<file path="config.mk">
export PLATFORM = sky130hd
export DESIGN_NAME = gdmd_top
export DESIGN_NICKNAME = d
export VERILOG_FILES = /design/src/logic/gdmd_pkg.sv /design/src/logic/gdmd_top.sv
export SDC_FILE = /design/constraint.sdc
export NUM_CORES = 1
export LEC_CHECK = 0
export ABC_AREA = 1
export BUFFER_PORTS_ARGS = -buffer_cell sky130_fd_sc_hd__buf_2
export CORE_UTILIZATION = 25
export DETAILED_ROUTE_END_ITERATION = 12
export GPL_TIMING_DRIVEN = 0
export PLACE_DENSITY = 0.55
export SLEW_MARGIN = 15
export SYNTH_ARGS = -nofsm -noshare
export SYNTH_HDL_FRONTEND = slang
export SYNTH_SLANG_ARGS = --single-unit
</file>
<file path="constraint.sdc">
create_clock -name I_CORE_CLK -period 3.4 [get_ports I_CORE_CLK]
set_input_delay 0.68 -clock I_CORE_CLK [delete_from_list [all_inputs] [get_ports I_CORE_CLK]]
set_output_delay 0.68 -clock I_CORE_CLK [all_outputs]
set_load 0.05 [all_outputs]
</file>
<file path="src/logic/gdmd_pkg.sv">
// Package for the gate drive PWM mode decoder: constants, modes and carrier types
`default_nettype none
package gdmd_pkg;

  // Register map, APB byte addresses
  localparam logic [11:0] GDMD_CTRL_OFS = 12'h000;
  localparam logic [11:0] GDMD_STAT_OFS = 12'h004;

  // Control register fields
  localparam int GDMD_CTRL_MODE_LSB = 0;
  localparam int GDMD_CTRL_ASYNC_BIT = 3;
  localparam int GDMD_CTRL_STOP_BIT = 4;
  localparam logic [2:0] GDMD_MODE_RST = 3'h0;
  localparam logic GDMD_ASYNC_RST = 1'h0;
  localparam logic GDMD_STOP_RST = 1'h0;

  // Status register fields
  localparam int GDMD_STAT_MODE_LSB = 0;
  localparam int GDMD_STAT_GH_LSB = 3;
  localparam int GDMD_STAT_GL_LSB = 6;
  localparam int GDMD_STAT_HIN_LSB = 9;
  localparam int GDMD_STAT_LIN_LSB = 12;
  localparam int GDMD_STAT_VAR_BIT = 15;

  // Dead time, counted in core clock cycles
  localparam int GDMD_CNT_W = 8;
  localparam int GDMD_DEAD_CYCLES_DFLT = 5;

  // Control modes
  typedef enum logic [2:0] {
    GDMD_MODE_SIX = 3'h0,
    GDMD_MODE_THREE = 3'h1,
    GDMD_MODE_SINGLE = 3'h2,
    GDMD_MODE_HB = 3'h3,
    GDMD_MODE_ABHB_CFET = 3'h4,
    GDMD_MODE_BCHB_AFET = 3'h5,
    GDMD_MODE_AHB_BCFET = 3'h6,
    GDMD_MODE_FET = 3'h7
  } gdmd_mode_t;

  // Synchroniser stages for the six phase inputs and the three strap bits
  typedef struct packed {
    logic [8:0] s1;
    logic [8:0] s2;
    logic [8:0] s3;
    logic [8:0] flt;
  } gdmd_sync_t;

  // Per-phase gate state
  typedef struct packed {
    logic gh;
    logic gl;
    logic [GDMD_CNT_W-1:0] cnt;
  } gdmd_phase_t;

  // Whole state of the decoder
  typedef struct packed {
    gdmd_sync_t sync;
    gdmd_phase_t [2:0] ph;
    logic [2:0] mode;
    logic async_rect;
    logic stop_sel;
    logic pready;
    logic pslverr;
    logic [31:0] prdata;
  } gdmd_state_t;

endpackage : gdmd_pkg
`default_nettype wire

</file>
<file path="src/logic/gdmd_top.sv">
// Three-phase gate drive input decoder with dead time and APB control registers
//
// Function
// - Mode 011 all phases half-bridge, 111 all phases independent FET.
// - 100: A,B half-bridge C FET; 101: B,C half-bridge A FET; 110: A half-bridge.
// - Strapped variant offers seven modes, never mode 100; serial variant all eight.
// - Six-input: only high gives high gate, only low gives low gate.
// - Six-input: both inputs high keeps both gates of that phase off.
// - Three-input with low input 1: high input picks high or low gate.
// - Three-input: low input 0 forces both gates off.
// - Single-PWM: phase A high input sets frequency and duty of driven phase.
// - Single-PWM: A low, B high, B low form Hall A,B,C state code.
// - Codes: 000 stop, 111 align, 110 B-C, 100 A-C, 101 A-B, 001 C-B, 011 C-A, 010 B-A.
// - Source high gate follows PWM, sink low gate on; align sources A, sinks B,C.
// - Default synchronous rectification: source low gate gets inverted PWM.
// - Control bit selects asynchronous rectification, low gate stays off.
// - Phase C high input reverses direction by complementing Hall code, not stop/align.
// - Phase C low input low brakes: all high gates off, low gates on.
// - Control bit selects stop behaviour: brake or coast.
// - Half-bridge phases get dead time so both transistors never conduct together.
// - Half-bridge: low 0 turns both off; low 1 lets high pick the gate.
// - Independent FET: each input drives its own gate, both may be on.
// - FET phases in mixed modes bypass dead time.
//
// The register offsets and the APB interface to the registers were chosen for this implementation.
`default_nettype none
module gdmd_top
  import gdmd_pkg::*;
#(
  parameter bit SERIAL_VARIANT = 1'b1,
  parameter int DEAD_CYCLES = GDMD_DEAD_CYCLES_DFLT
) (
  input wire logic I_CORE_CLK,
  input wire logic I_RSTN,
  input wire logic I_PSEL,
  input wire logic I_PENABLE,
  input wire logic I_PWRITE,
  input wire logic [11:0] I_PADDR,
  input wire logic [31:0] I_PWDATA,
  input wire logic [2:0] I_PHASE_HIGH_INPUT,
  input wire logic [2:0] I_PHASE_LOW_INPUT,
  input wire logic [2:0] I_MODE_STRAP,
  output logic [31:0] O_PRDATA,
  output logic O_PREADY,
  output logic O_PSLVERR,
  output logic [2:0] O_HIGH_SIDE_GATE_OUT,
  output logic [2:0] O_LOW_SIDE_GATE_OUT
);

  localparam logic [GDMD_CNT_W-1:0] DEAD_LOAD = GDMD_CNT_W'(DEAD_CYCLES);

  gdmd_state_t st_r;
  gdmd_state_t st_nxt;

  // Filtered view of the phase pins
  logic [2:0] phase_high_input;
  logic [2:0] phase_low_input;

  // Decoded requests, before dead time
  logic [2:0] req_h;
  logic [2:0] req_l;
  logic [2:0] fet_mask;
  logic [2:0] eff_mode;
  logic mode_change;

  // Pin roles in single-PWM block commutation
  logic pwm_input_phase_a;
  logic direction_input;
  logic brake_input_n;
  logic [2:0] hall_code;
  logic [2:0] src_onehot;
  logic [2:0] sink_mask;

  // Register bus decode and status view
  logic bus_access;
  logic addr_ctrl;
  logic addr_stat;
  logic [31:0] stat_word;

  // Filtered inputs give the decoder its view of the pins
  assign phase_high_input = st_r.sync.flt[2:0];
  assign phase_low_input = st_r.sync.flt[5:3];
  assign pwm_input_phase_a = phase_high_input[0];
  assign direction_input = phase_high_input[2];
  assign brake_input_n = phase_low_input[2];
  // Hall A, B, C from A low, B high, B low
  assign hall_code = {phase_low_input[0], phase_high_input[1], phase_low_input[1]};

  // Mode source: control register on the serial variant, strap pins otherwise
  always_comb begin
    if (SERIAL_VARIANT) begin
      eff_mode = st_r.mode;
    end else begin
      // Strap pins pass the same three-stage filter as the phase inputs
      eff_mode = st_r.sync.flt[8:6];
    end
  end

  // Commutation table, keyed by the direction-corrected Hall code
  always_comb begin
    logic [2:0] code;
    code = hall_code;
    src_onehot = 3'h0;
    sink_mask = 3'h0;
    // Reverse direction maps to the complement; stop and align are fixed points
    if (direction_input && code != 3'h0 && code != 3'h7) begin
      code = ~hall_code;
    end
    // Codes outside the table, stop included, leave both masks clear
    case (code)
      3'h7: begin
        src_onehot = 3'h1;
        sink_mask = 3'h6;
      end
      3'h6: begin
        src_onehot = 3'h2;
        sink_mask = 3'h4;
      end
      3'h4: begin
        src_onehot = 3'h1;
        sink_mask = 3'h4;
      end
      3'h5: begin
        src_onehot = 3'h1;
        sink_mask = 3'h2;
      end
      3'h1: begin
        src_onehot = 3'h4;
        sink_mask = 3'h2;
      end
      3'h3: begin
        src_onehot = 3'h4;
        sink_mask = 3'h1;
      end
      3'h2: begin
        src_onehot = 3'h2;
        sink_mask = 3'h1;
      end
      default: begin
        src_onehot = 3'h0;
        sink_mask = 3'h0;
      end
    endcase
  end

  // Mode decode into per-phase gate requests and dead-time bypass mask
  always_comb begin
    req_h = 3'h0;
    req_l = 3'h0;
    fet_mask = 3'h0;
    case (eff_mode)
      GDMD_MODE_SIX: begin
        req_h = phase_high_input & ~phase_low_input;
        req_l = phase_low_input & ~phase_high_input;
      end
      GDMD_MODE_THREE: begin
        req_h = phase_low_input & phase_high_input;
        req_l = phase_low_input & ~phase_high_input;
      end
      GDMD_MODE_SINGLE: begin
        // Brake outranks every other input, the stop code included
        if (!brake_input_n) begin
          req_h = 3'h0;
          req_l = 3'h7;
        end else if (hall_code == 3'h0) begin
          req_l = st_r.stop_sel ? 3'h7 : 3'h0;
        end else begin
          req_h = pwm_input_phase_a ? src_onehot : 3'h0;
          req_l = sink_mask;
          // Synchronous rectification turns the source low gate on in the PWM gap
          if (!st_r.async_rect && !pwm_input_phase_a) begin
            req_l = sink_mask | src_onehot;
          end
        end
      end
      GDMD_MODE_ABHB_CFET, GDMD_MODE_BCHB_AFET, GDMD_MODE_AHB_BCFET, GDMD_MODE_HB,
      GDMD_MODE_FET: begin
        case (eff_mode)
          GDMD_MODE_ABHB_CFET: begin
            fet_mask = 3'h4;
          end
          GDMD_MODE_BCHB_AFET: begin
            fet_mask = 3'h1;
          end
          GDMD_MODE_AHB_BCFET: begin
            fet_mask = 3'h6;
          end
          GDMD_MODE_FET: begin
            fet_mask = 3'h7;
          end
          default: begin
            fet_mask = 3'h0;
          end
        endcase
        req_h = (fet_mask & phase_high_input) |
                (~fet_mask & phase_low_input & phase_high_input);
        req_l = (fet_mask & phase_low_input) |
                (~fet_mask & phase_low_input & ~phase_high_input);
        // Strapped part has no 100 setting: that strap value keeps all gates off
        if (!SERIAL_VARIANT && eff_mode == GDMD_MODE_ABHB_CFET) begin
          req_h = 3'h0;
          req_l = 3'h0;
          fet_mask = 3'h0;
        end
      end
      default: begin
        req_h = 3'h0;
        req_l = 3'h0;
      end
    endcase
  end

  // APB decode
  assign bus_access = I_PSEL && I_PENABLE;
  assign addr_ctrl = (I_PADDR == GDMD_CTRL_OFS);
  assign addr_stat = (I_PADDR == GDMD_STAT_OFS);

  // Status word shows live mode, gates and filtered inputs
  always_comb begin
    stat_word = 32'h0;
    // Gates shown are the registered outputs, one cycle behind the decoder
    stat_word[GDMD_STAT_MODE_LSB +: 3] = eff_mode;
    stat_word[GDMD_STAT_GH_LSB +: 3] = O_HIGH_SIDE_GATE_OUT;
    stat_word[GDMD_STAT_GL_LSB +: 3] = O_LOW_SIDE_GATE_OUT;
    stat_word[GDMD_STAT_HIN_LSB +: 3] = phase_high_input;
    stat_word[GDMD_STAT_LIN_LSB +: 3] = phase_low_input;
    stat_word[GDMD_STAT_VAR_BIT] = SERIAL_VARIANT;
  end

  // Next-state logic for the whole block
  always_comb begin
    st_nxt = st_r;

    // Three-stage synchroniser; value moves only when stages two and three agree
    st_nxt.sync.s1 = {I_MODE_STRAP, I_PHASE_LOW_INPUT, I_PHASE_HIGH_INPUT};
    st_nxt.sync.s2 = st_r.sync.s1;
    st_nxt.sync.s3 = st_r.sync.s2;
    for (int b = 0; b < 9; b++) begin
      if (st_r.sync.s2[b] == st_r.sync.s3[b]) begin
        st_nxt.sync.flt[b] = st_r.sync.s3[b];
      end
    end

    // Per-phase gate stage with dead time on half-bridge phases
    for (int p = 0; p < 3; p++) begin
      if (fet_mask[p]) begin
        // Direct drive; the controller owns shoot-through timing here
        st_nxt.ph[p].gh = req_h[p];
        st_nxt.ph[p].gl = req_l[p];
        st_nxt.ph[p].cnt = '0;
      end else if ((st_r.ph[p].gh && !req_h[p]) || (st_r.ph[p].gl && !req_l[p])) begin
        // Turn-off is immediate; the dead window starts here
        st_nxt.ph[p].gh = st_r.ph[p].gh && req_h[p];
        st_nxt.ph[p].gl = st_r.ph[p].gl && req_l[p];
        st_nxt.ph[p].cnt = DEAD_LOAD;
      end else if (st_r.ph[p].cnt != '0) begin
        // Dead window running: gates stay where turn-off left them
        st_nxt.ph[p].cnt = st_r.ph[p].cnt - 1'b1;
      end else if (!st_r.ph[p].gh && !st_r.ph[p].gl) begin
        // Both requests set cannot occur in a half-bridge phase; high wins anyway
        st_nxt.ph[p].gh = req_h[p];
        st_nxt.ph[p].gl = req_l[p] && !req_h[p];
      end
    end

    // Last guard for half-bridge phases: should both ever be set, the low gate yields
    for (int p = 0; p < 3; p++) begin
      if (!fet_mask[p] && st_nxt.ph[p].gh && st_nxt.ph[p].gl) begin
        st_nxt.ph[p].gl = 1'b0;
      end
    end

    // APB slave: one wait state, answer pulses for one cycle
    st_nxt.pready = 1'b0;
    st_nxt.pslverr = 1'b0;
    if (bus_access && !st_r.pready) begin
      // Read data is captured with ready so both leave flops in the same cycle
      st_nxt.pready = 1'b1;
      st_nxt.pslverr = !(addr_ctrl || addr_stat);
      st_nxt.prdata = 32'h0;
      if (!I_PWRITE && addr_ctrl) begin
        st_nxt.prdata[GDMD_CTRL_MODE_LSB +: 3] = st_r.mode;
        st_nxt.prdata[GDMD_CTRL_ASYNC_BIT] = st_r.async_rect;
        st_nxt.prdata[GDMD_CTRL_STOP_BIT] = st_r.stop_sel;
      end else if (!I_PWRITE && addr_stat) begin
        st_nxt.prdata = stat_word;
      end
    end
    // Writes land at the completing edge; every control register write is ignored when strapped
    if (bus_access && st_r.pready && I_PWRITE && addr_ctrl && SERIAL_VARIANT) begin
      st_nxt.mode = I_PWDATA[GDMD_CTRL_MODE_LSB +: 3];
      st_nxt.async_rect = I_PWDATA[GDMD_CTRL_ASYNC_BIT];
      st_nxt.stop_sel = I_PWDATA[GDMD_CTRL_STOP_BIT];
    end

    // A mode change drops every gate and restarts the dead window: a phase that leaves
    // independent FET control with both gates on never carries that into a half-bridge
    if (SERIAL_VARIANT) begin
      mode_change = (st_nxt.mode != st_r.mode);
    end else begin
      mode_change = (st_nxt.sync.flt[8:6] != st_r.sync.flt[8:6]);
    end
    if (mode_change) begin
      for (int p = 0; p < 3; p++) begin
        st_nxt.ph[p].gh = 1'b0;
        st_nxt.ph[p].gl = 1'b0;
        st_nxt.ph[p].cnt = DEAD_LOAD;
      end
    end
  end

  // State register
  always_ff @(posedge I_CORE_CLK or negedge I_RSTN) begin
    if (!I_RSTN) begin
      // Comes up in six-input mode, coast stop, synchronous rectification
      st_r <= '0;
      st_r.mode <= GDMD_MODE_RST;
      st_r.async_rect <= GDMD_ASYNC_RST;
      st_r.stop_sel <= GDMD_STOP_RST;
    end else begin
      st_r <= st_nxt;
    end
  end

  // Outputs straight from flops
  always_comb begin
    for (int p = 0; p < 3; p++) begin
      O_HIGH_SIDE_GATE_OUT[p] = st_r.ph[p].gh;
      O_LOW_SIDE_GATE_OUT[p] = st_r.ph[p].gl;
    end
  end
  assign O_PRDATA = st_r.prdata;
  assign O_PREADY = st_r.pready;
  assign O_PSLVERR = st_r.pslverr;

endmodule : gdmd_top
`default_nettype wire

</file>
---- Yosys cells after proc, flatten, opt, wreduce, memory -nomap -nowiden ----
Cells that the tools add are included.
word-level totals
  bits in registers ....................... 93
  bits in latches ......................... 0
  RAM bits ................................ 0
  ROM bits ................................ 0
  output and inout bits ................... 40
  memories ................................ 0
cells by class
  add/subtract/negate cells ............... 3
  multiply operators ...................... 0
  divide/modulo/power cells ............... 0
  order comparisons ....................... 0
  equal/unequal tests ..................... 23
  shifts and indexed selects .............. 0
  muxes and demuxes ....................... 39
  bitwise gates (word level) .............. 15
  reduce and logical (&&, ||, !) cells .... 76
operators with widths
  kind                                                  count
  2-to-1 mux 10 bit                                     6
  case mux 3 bit (4 select lines)                       3
  logical AND 1 bit                                     34
  2-to-1 mux 34 bit                                     1
  2-to-1 mux 3 bit                                      10
  2-to-1 mux 30 bit                                     1
  2-to-1 mux 27 bit                                     1
  bitwise AND 3 bit                                     8
  equality test 3 bit, second input constant            8
  2-to-1 mux 8 bit                                      3
  nonzero test 8 bit                                    3
  subtractor 8 x 1 -> 8 bit, second input constant      3
  logical NOT 1 bit                                     20
  case mux 3 bit (3 select lines)                       2
  2-to-1 mux 16 bit                                     1
  equality test 12 x 3 -> 1 bit, second input constant  1
  equality test 3 x 2 -> 1 bit, second input constant   4
  logical NOT 12 bit                                    1
  2-to-1 mux 2 bit                                      6
  inverter 3 bit                                        4
  nonzero test 4 bit                                    3
  OR reduction 2 bit                                    6
  2-to-1 mux 5 bit                                      2
  OR 3 bit                                              3
  10 further kinds                                      22

---- Logic depth before layout (Yosys ltp) ----
  depth after elaboration ................. 21
  depth in mapped cells ................... 18

---- Worst setup path after synthesis ----
OpenSTA, ideal clock, no wires.
  kind .................................... flip-flop to flip-flop
  from .................................... register st_r (netlist bit O_PREADY)
  to ...................................... register st_r[51] (netlist bit)
  setup time .............................. 119 ps
  arrival ................................. 1958 ps
  data required time ...................... 3281 ps
  setup slack ............................. 1323 ps
  cell stages (with the launch flop) ...... 12
  clock period less this slack ............ 2077 ps
  cell sequence ........................... dfrtp_1 > buf_2 > nand2_1 > nor2_1 > nand2_2 > nor2_1 > nor3_1 > a21oi_1 > nand2_1 > nor2_2 > nand2_1 > and2_1
between the ends
  cells in the longest elaborated chain, start to end .. 6
  elaborated cells on any way between the ends .. 7
  those cells by class .................... eq/ne (1); mux (2); reduce/logical (4)
RTL lines
  item                                                               line             source
  start, declared                                                    gdmd_top.sv:52   gdmd_state_t st_r;
  start signal, assigned                                             gdmd_top.sv:321  st_r <= st_nxt;
  logical AND 1 bit * (3 in a row)                                   gdmd_top.sv:290  if (bus_access && st_r.pready && I_PWRITE && addr_ctrl && SERIAL_VARIANT) begin
  2-to-1 mux 5 bit *                                                 gdmd_top.sv:290
  inequality test 3 bit *                                            gdmd_top.sv:299  mode_change = (st_nxt.mode != st_r.mode);
  nonzero test 4 bit (no line) or 2-to-1 mux 30 bit (tied branches)  -
Mark *: on every way between the ends. The rest lies on a longest branch, timed or not.
A chain may end at the register's enable or synchronous reset.

---- Worst setup path after layout ----
  from .................................... input I_PADDR[1]
  to ...................................... register st_r[51] (netlist bit)
between the ends
  cells in the longest elaborated chain, start to end .. 5
  elaborated cells on any way between the ends .. 6
  those cells by class .................... eq/ne (1); mux (2); reduce/logical (3)
RTL lines
  item                                                               line             source
  start, declared                                                    gdmd_top.sv:38   input wire logic [11:0] I_PADDR,
  logical NOT 12 bit *                                               gdmd_top.sv:215  assign addr_ctrl = (I_PADDR == GDMD_CTRL_OFS);
  logical AND 1 bit *                                                gdmd_top.sv:290
  2-to-1 mux 5 bit *                                                 gdmd_top.sv:290
  inequality test 3 bit *                                            gdmd_top.sv:299
  nonzero test 4 bit (no line) or 2-to-1 mux 30 bit (tied branches)  -
Marks and branches as above.

==> metrics.md <==
| Metric | Value |
|---|---|
| Run status | `completed` |
| Worst setup path class | `in2reg` |
| Seq/Total Area, Yosys | `46.4%` |
| Initial Util | `25.9%` |
| Clk pin slew, worst setup/hold paths | `0.06 ns` |
| Max Clk Rate | `0.468 GHz` |
| RSZ-0062 raised after global routing | `no` |
| Worst Path Required | `3.62 ns` |
| Filler cell count | `1,660` |
| Root Driver | `clkbuf_16` |
| DRT Pass-1 Iters | `6` |
| Dpl ws | `0.911 ns` |
| TritonCTS clock tree | `yes` |
| P&R area growth vs syn | `22.3%` |
| Core area | `16,100 µm²` |
| GRT Residual Overflow | `0` |
| Hold Path Class | `in2async` |
| Critical Path Sink Type | `register` |
| All-Layer GR Usage | `11.4%` |
| Initial DRC Count | `191` |
| Largest net degree at the start of global routing | `43` |
| Hold Violations, Final | `0` |
| Final Wtd Congestion | `0.826` |
| Post-Syn Area | `4160 µm²` |
| Post-CTS Resized | `0` |
| Setup violators final | `0` |
| Syn Inst Count | `493` |
| Pins Over Slew Limit | `0` |
| Number of global-route vias before repair | `3,140` |
| Post-Route WL | `8890 µm` |
| Post-CTS setup buffer count | `0` |
| Buffers on Ports | `51` |
| Crit Path Max Fanout | `7` |
| Die area | `17,100 µm²` |
| # DRC | `0` |
| IO Count | `98` |
| Chip width | `131 µm` |
| Via-per-instance ratio | `4.22` |
| Main synth FF type | `dfrtp_1` |
| ANT nets after route | `0` |
| Cell variety after synth | `39` |
| Nets | `632` |
| Yosys warning count | `0` |
| Leak Pwr | `0.00258 µW` |
| Maximum vdd ir drop | `303 µV` |
| Sink Count | `77` |
| Hold_buf cts | `0` |
| Setup TNS | `0 ns` |
| Largest cells by area after synthesis | `dfrtp_1 46%, nand2_1 7.3%, buf_4 6.9%` |
| N_diodes | `0` |
| Vias | `3,341` |
| Hpwl dp | `6720 µm` |
| Post-Synthesis Mean Instance Area | `8.43 µm²` |
| Share of cells above drive strength 1 | `25.3%` |
| Final period utilization | `62.9%` |
| Post-route setup slack | `1.26 ns` |
| Fin crit period | `2.14 ns` |
| Die Height | `131 µm` |
| FP Rows | `46` |
| Synth top area share | `46.4%` |
| Synthesized flop and latch total | `77` |
| Worst Setup Start Kind | `input pin` |
| Number of synthesized flops with an enable pin | `0` |
| CTS H-tree depth | `3` |
| MaxCap Viol Count | `0` |
| Initial antenna violation count | `0` |
| Layout Skew | `0.00534 ns` |
| Clock latency on the worst-skew pair | `0.33 ns` |
| CTS Buf Count | `9` |
| First-pass GRT wire length | `14,900 µm` |
| Wire length per cell | `11.2 µm` |
| Critical Path AT | `2.36 ns` |
| Post-synthesis async set-or-reset flop share | `100%` |
| Pwr dens | `610 nW/µm²` |
| Clock tree buffer depth | `2` |
| Synth area leader | `dfrtp_1` |
kinds of logic after synthesis:
| family | share of synthesized area, % |
|---|---|
| compound gates | 10.6 |
| flops | 46.4 |
| mux | 0.542 |
| fa+ha+maj | 2.35 |
| xor+xnor | 2.95 |
| buf+inv | 13.1 |
| simple gates | 24.0 |
| other cells | 0.0902 |
metal layers:
metal | track usage (%) | vias to the layer above | wire [µm]
li1 | - | 1729 | -
met1 | 15.0 | 1527 | 4500
met2 | 17.8 | 77 | 3870
met3 | 3.30 | 8 | 419
met4 | 4.06 | 0 | 113
met5 | 0 | - | 0
sequential cells by signal, indices dropped and copies added, names as in the netlist:
signal / flops
direction_input: 1
O_PSLVERR: 1
st_nxt: 12
O_LOW_SIDE_GATE_OUT: 3
st_r: 32
hall_code: 3
O_PRDATA: 16
phase_high_input: 1
eff_mode: 3
O_PREADY: 1
O_HIGH_SIDE_GATE_OUT: 3
brake_input_n: 1
placed cells by master (no fill, tap or decap), types with 12 or more instances in the layout:
cell,instances
nor3_1,17
a21oi_1,12
nor2_1,46
inv_1,50
dfrtp_1,77
nand3_1,31
o21ai_0,43
conb_1,16
buf_4,39
buf_2,55
nand2_1,81
through the flow:
stage | hold slack, ns | utilization [%] | total power [µW] | cells | cell area [µm²]
2_1_floorplan | 0.331 | - | 1940 | 508 | 4210
6_report | 0.313 | 31.6 | 3100 | 792 | 5080
4_1_cts | 0.326 | 31.6 | 3140 | 792 | 5080
3_5_place_dp | 0.335 | 29.7 | 2130 | 776 | 4770
5_1_grt | 0.345 | 31.6 | 3330 | 792 | 5080
3_3_place_gp | 0.333 | 29.5 | 2120 | 775 | 4740
worst paths after layout:
kind	from	endpoint	slack, ns	cells past startpoint
worst max-delay path	I_PADDR[1]	st_r[51]	1.26	12
worst min register to register	st_nxt[89]	st_nxt[80]	0.35	0
worst min-delay path	I_RSTN	st_nxt[91]	0.31	1
min in group I_CORE_CLK	st_nxt[89]	st_nxt[80]	0.35	0
max in group asynchronous	I_RSTN	O_PRDATA[8]	2.50	2
worst max register to register	st_r[49]	O_LOW_SIDE_GATE_OUT[1]	1.27	11
worst max-delay path: stages:
cell and delay (ns):
buf_2 0.11, nor4_2 0.32, nand2_1 0.15, clkinv_2 0.12, nand2_2 0.11, nor2_1 0.15
nor3_1 0.06, a21oi_1 0.11, nand2_1 0.07, nor2_2 0.25, nand2_1 0.09, and2_1 0.14
cells in the mapped netlist, types with 3 or more instances:
cell type and number:
clkbuf_1 3, ha_1 3, nand4_1 5, inv_2 5, o21ai_0 43, inv_1 50
a21oi_1 12, nand2_2 10, nor3_1 17, nor4_1 7, nand3_1 31, nor2_1 46
dfrtp_1 77, maj3_1 6, buf_2 5, buf_4 38, xnor2_1 9, nand3_2 5
nand2_1 81, o211ai_1 6, a211oi_1 3, xor2_1 5
report_power, final:
part,total [µW],switching [µW],internal (µW)
Combinational,884,517,367
Sequential,1230,142,1090
Clock,988,360,627
Total,3100,1020,2080
final cells by class:
class | instances | area, µm² | share of cell area [%]
Tap cell | 216 | 270 | 5.32
Clock buffer | 13 | 270 | 5.32
Sequential cell | 77 | 1930 | 37.9
Timing Repair Buffer | 52 | 285 | 5.62
Inverter | 56 | 211 | 4.16
Clock inverter | 3 | 42.5 | 0.837
Multi-Input combinational cell | 328 | 1740 | 34.3
Buffer | 47 | 333 | 6.55
No activity file was read; power rests on OpenSTA's default activity.
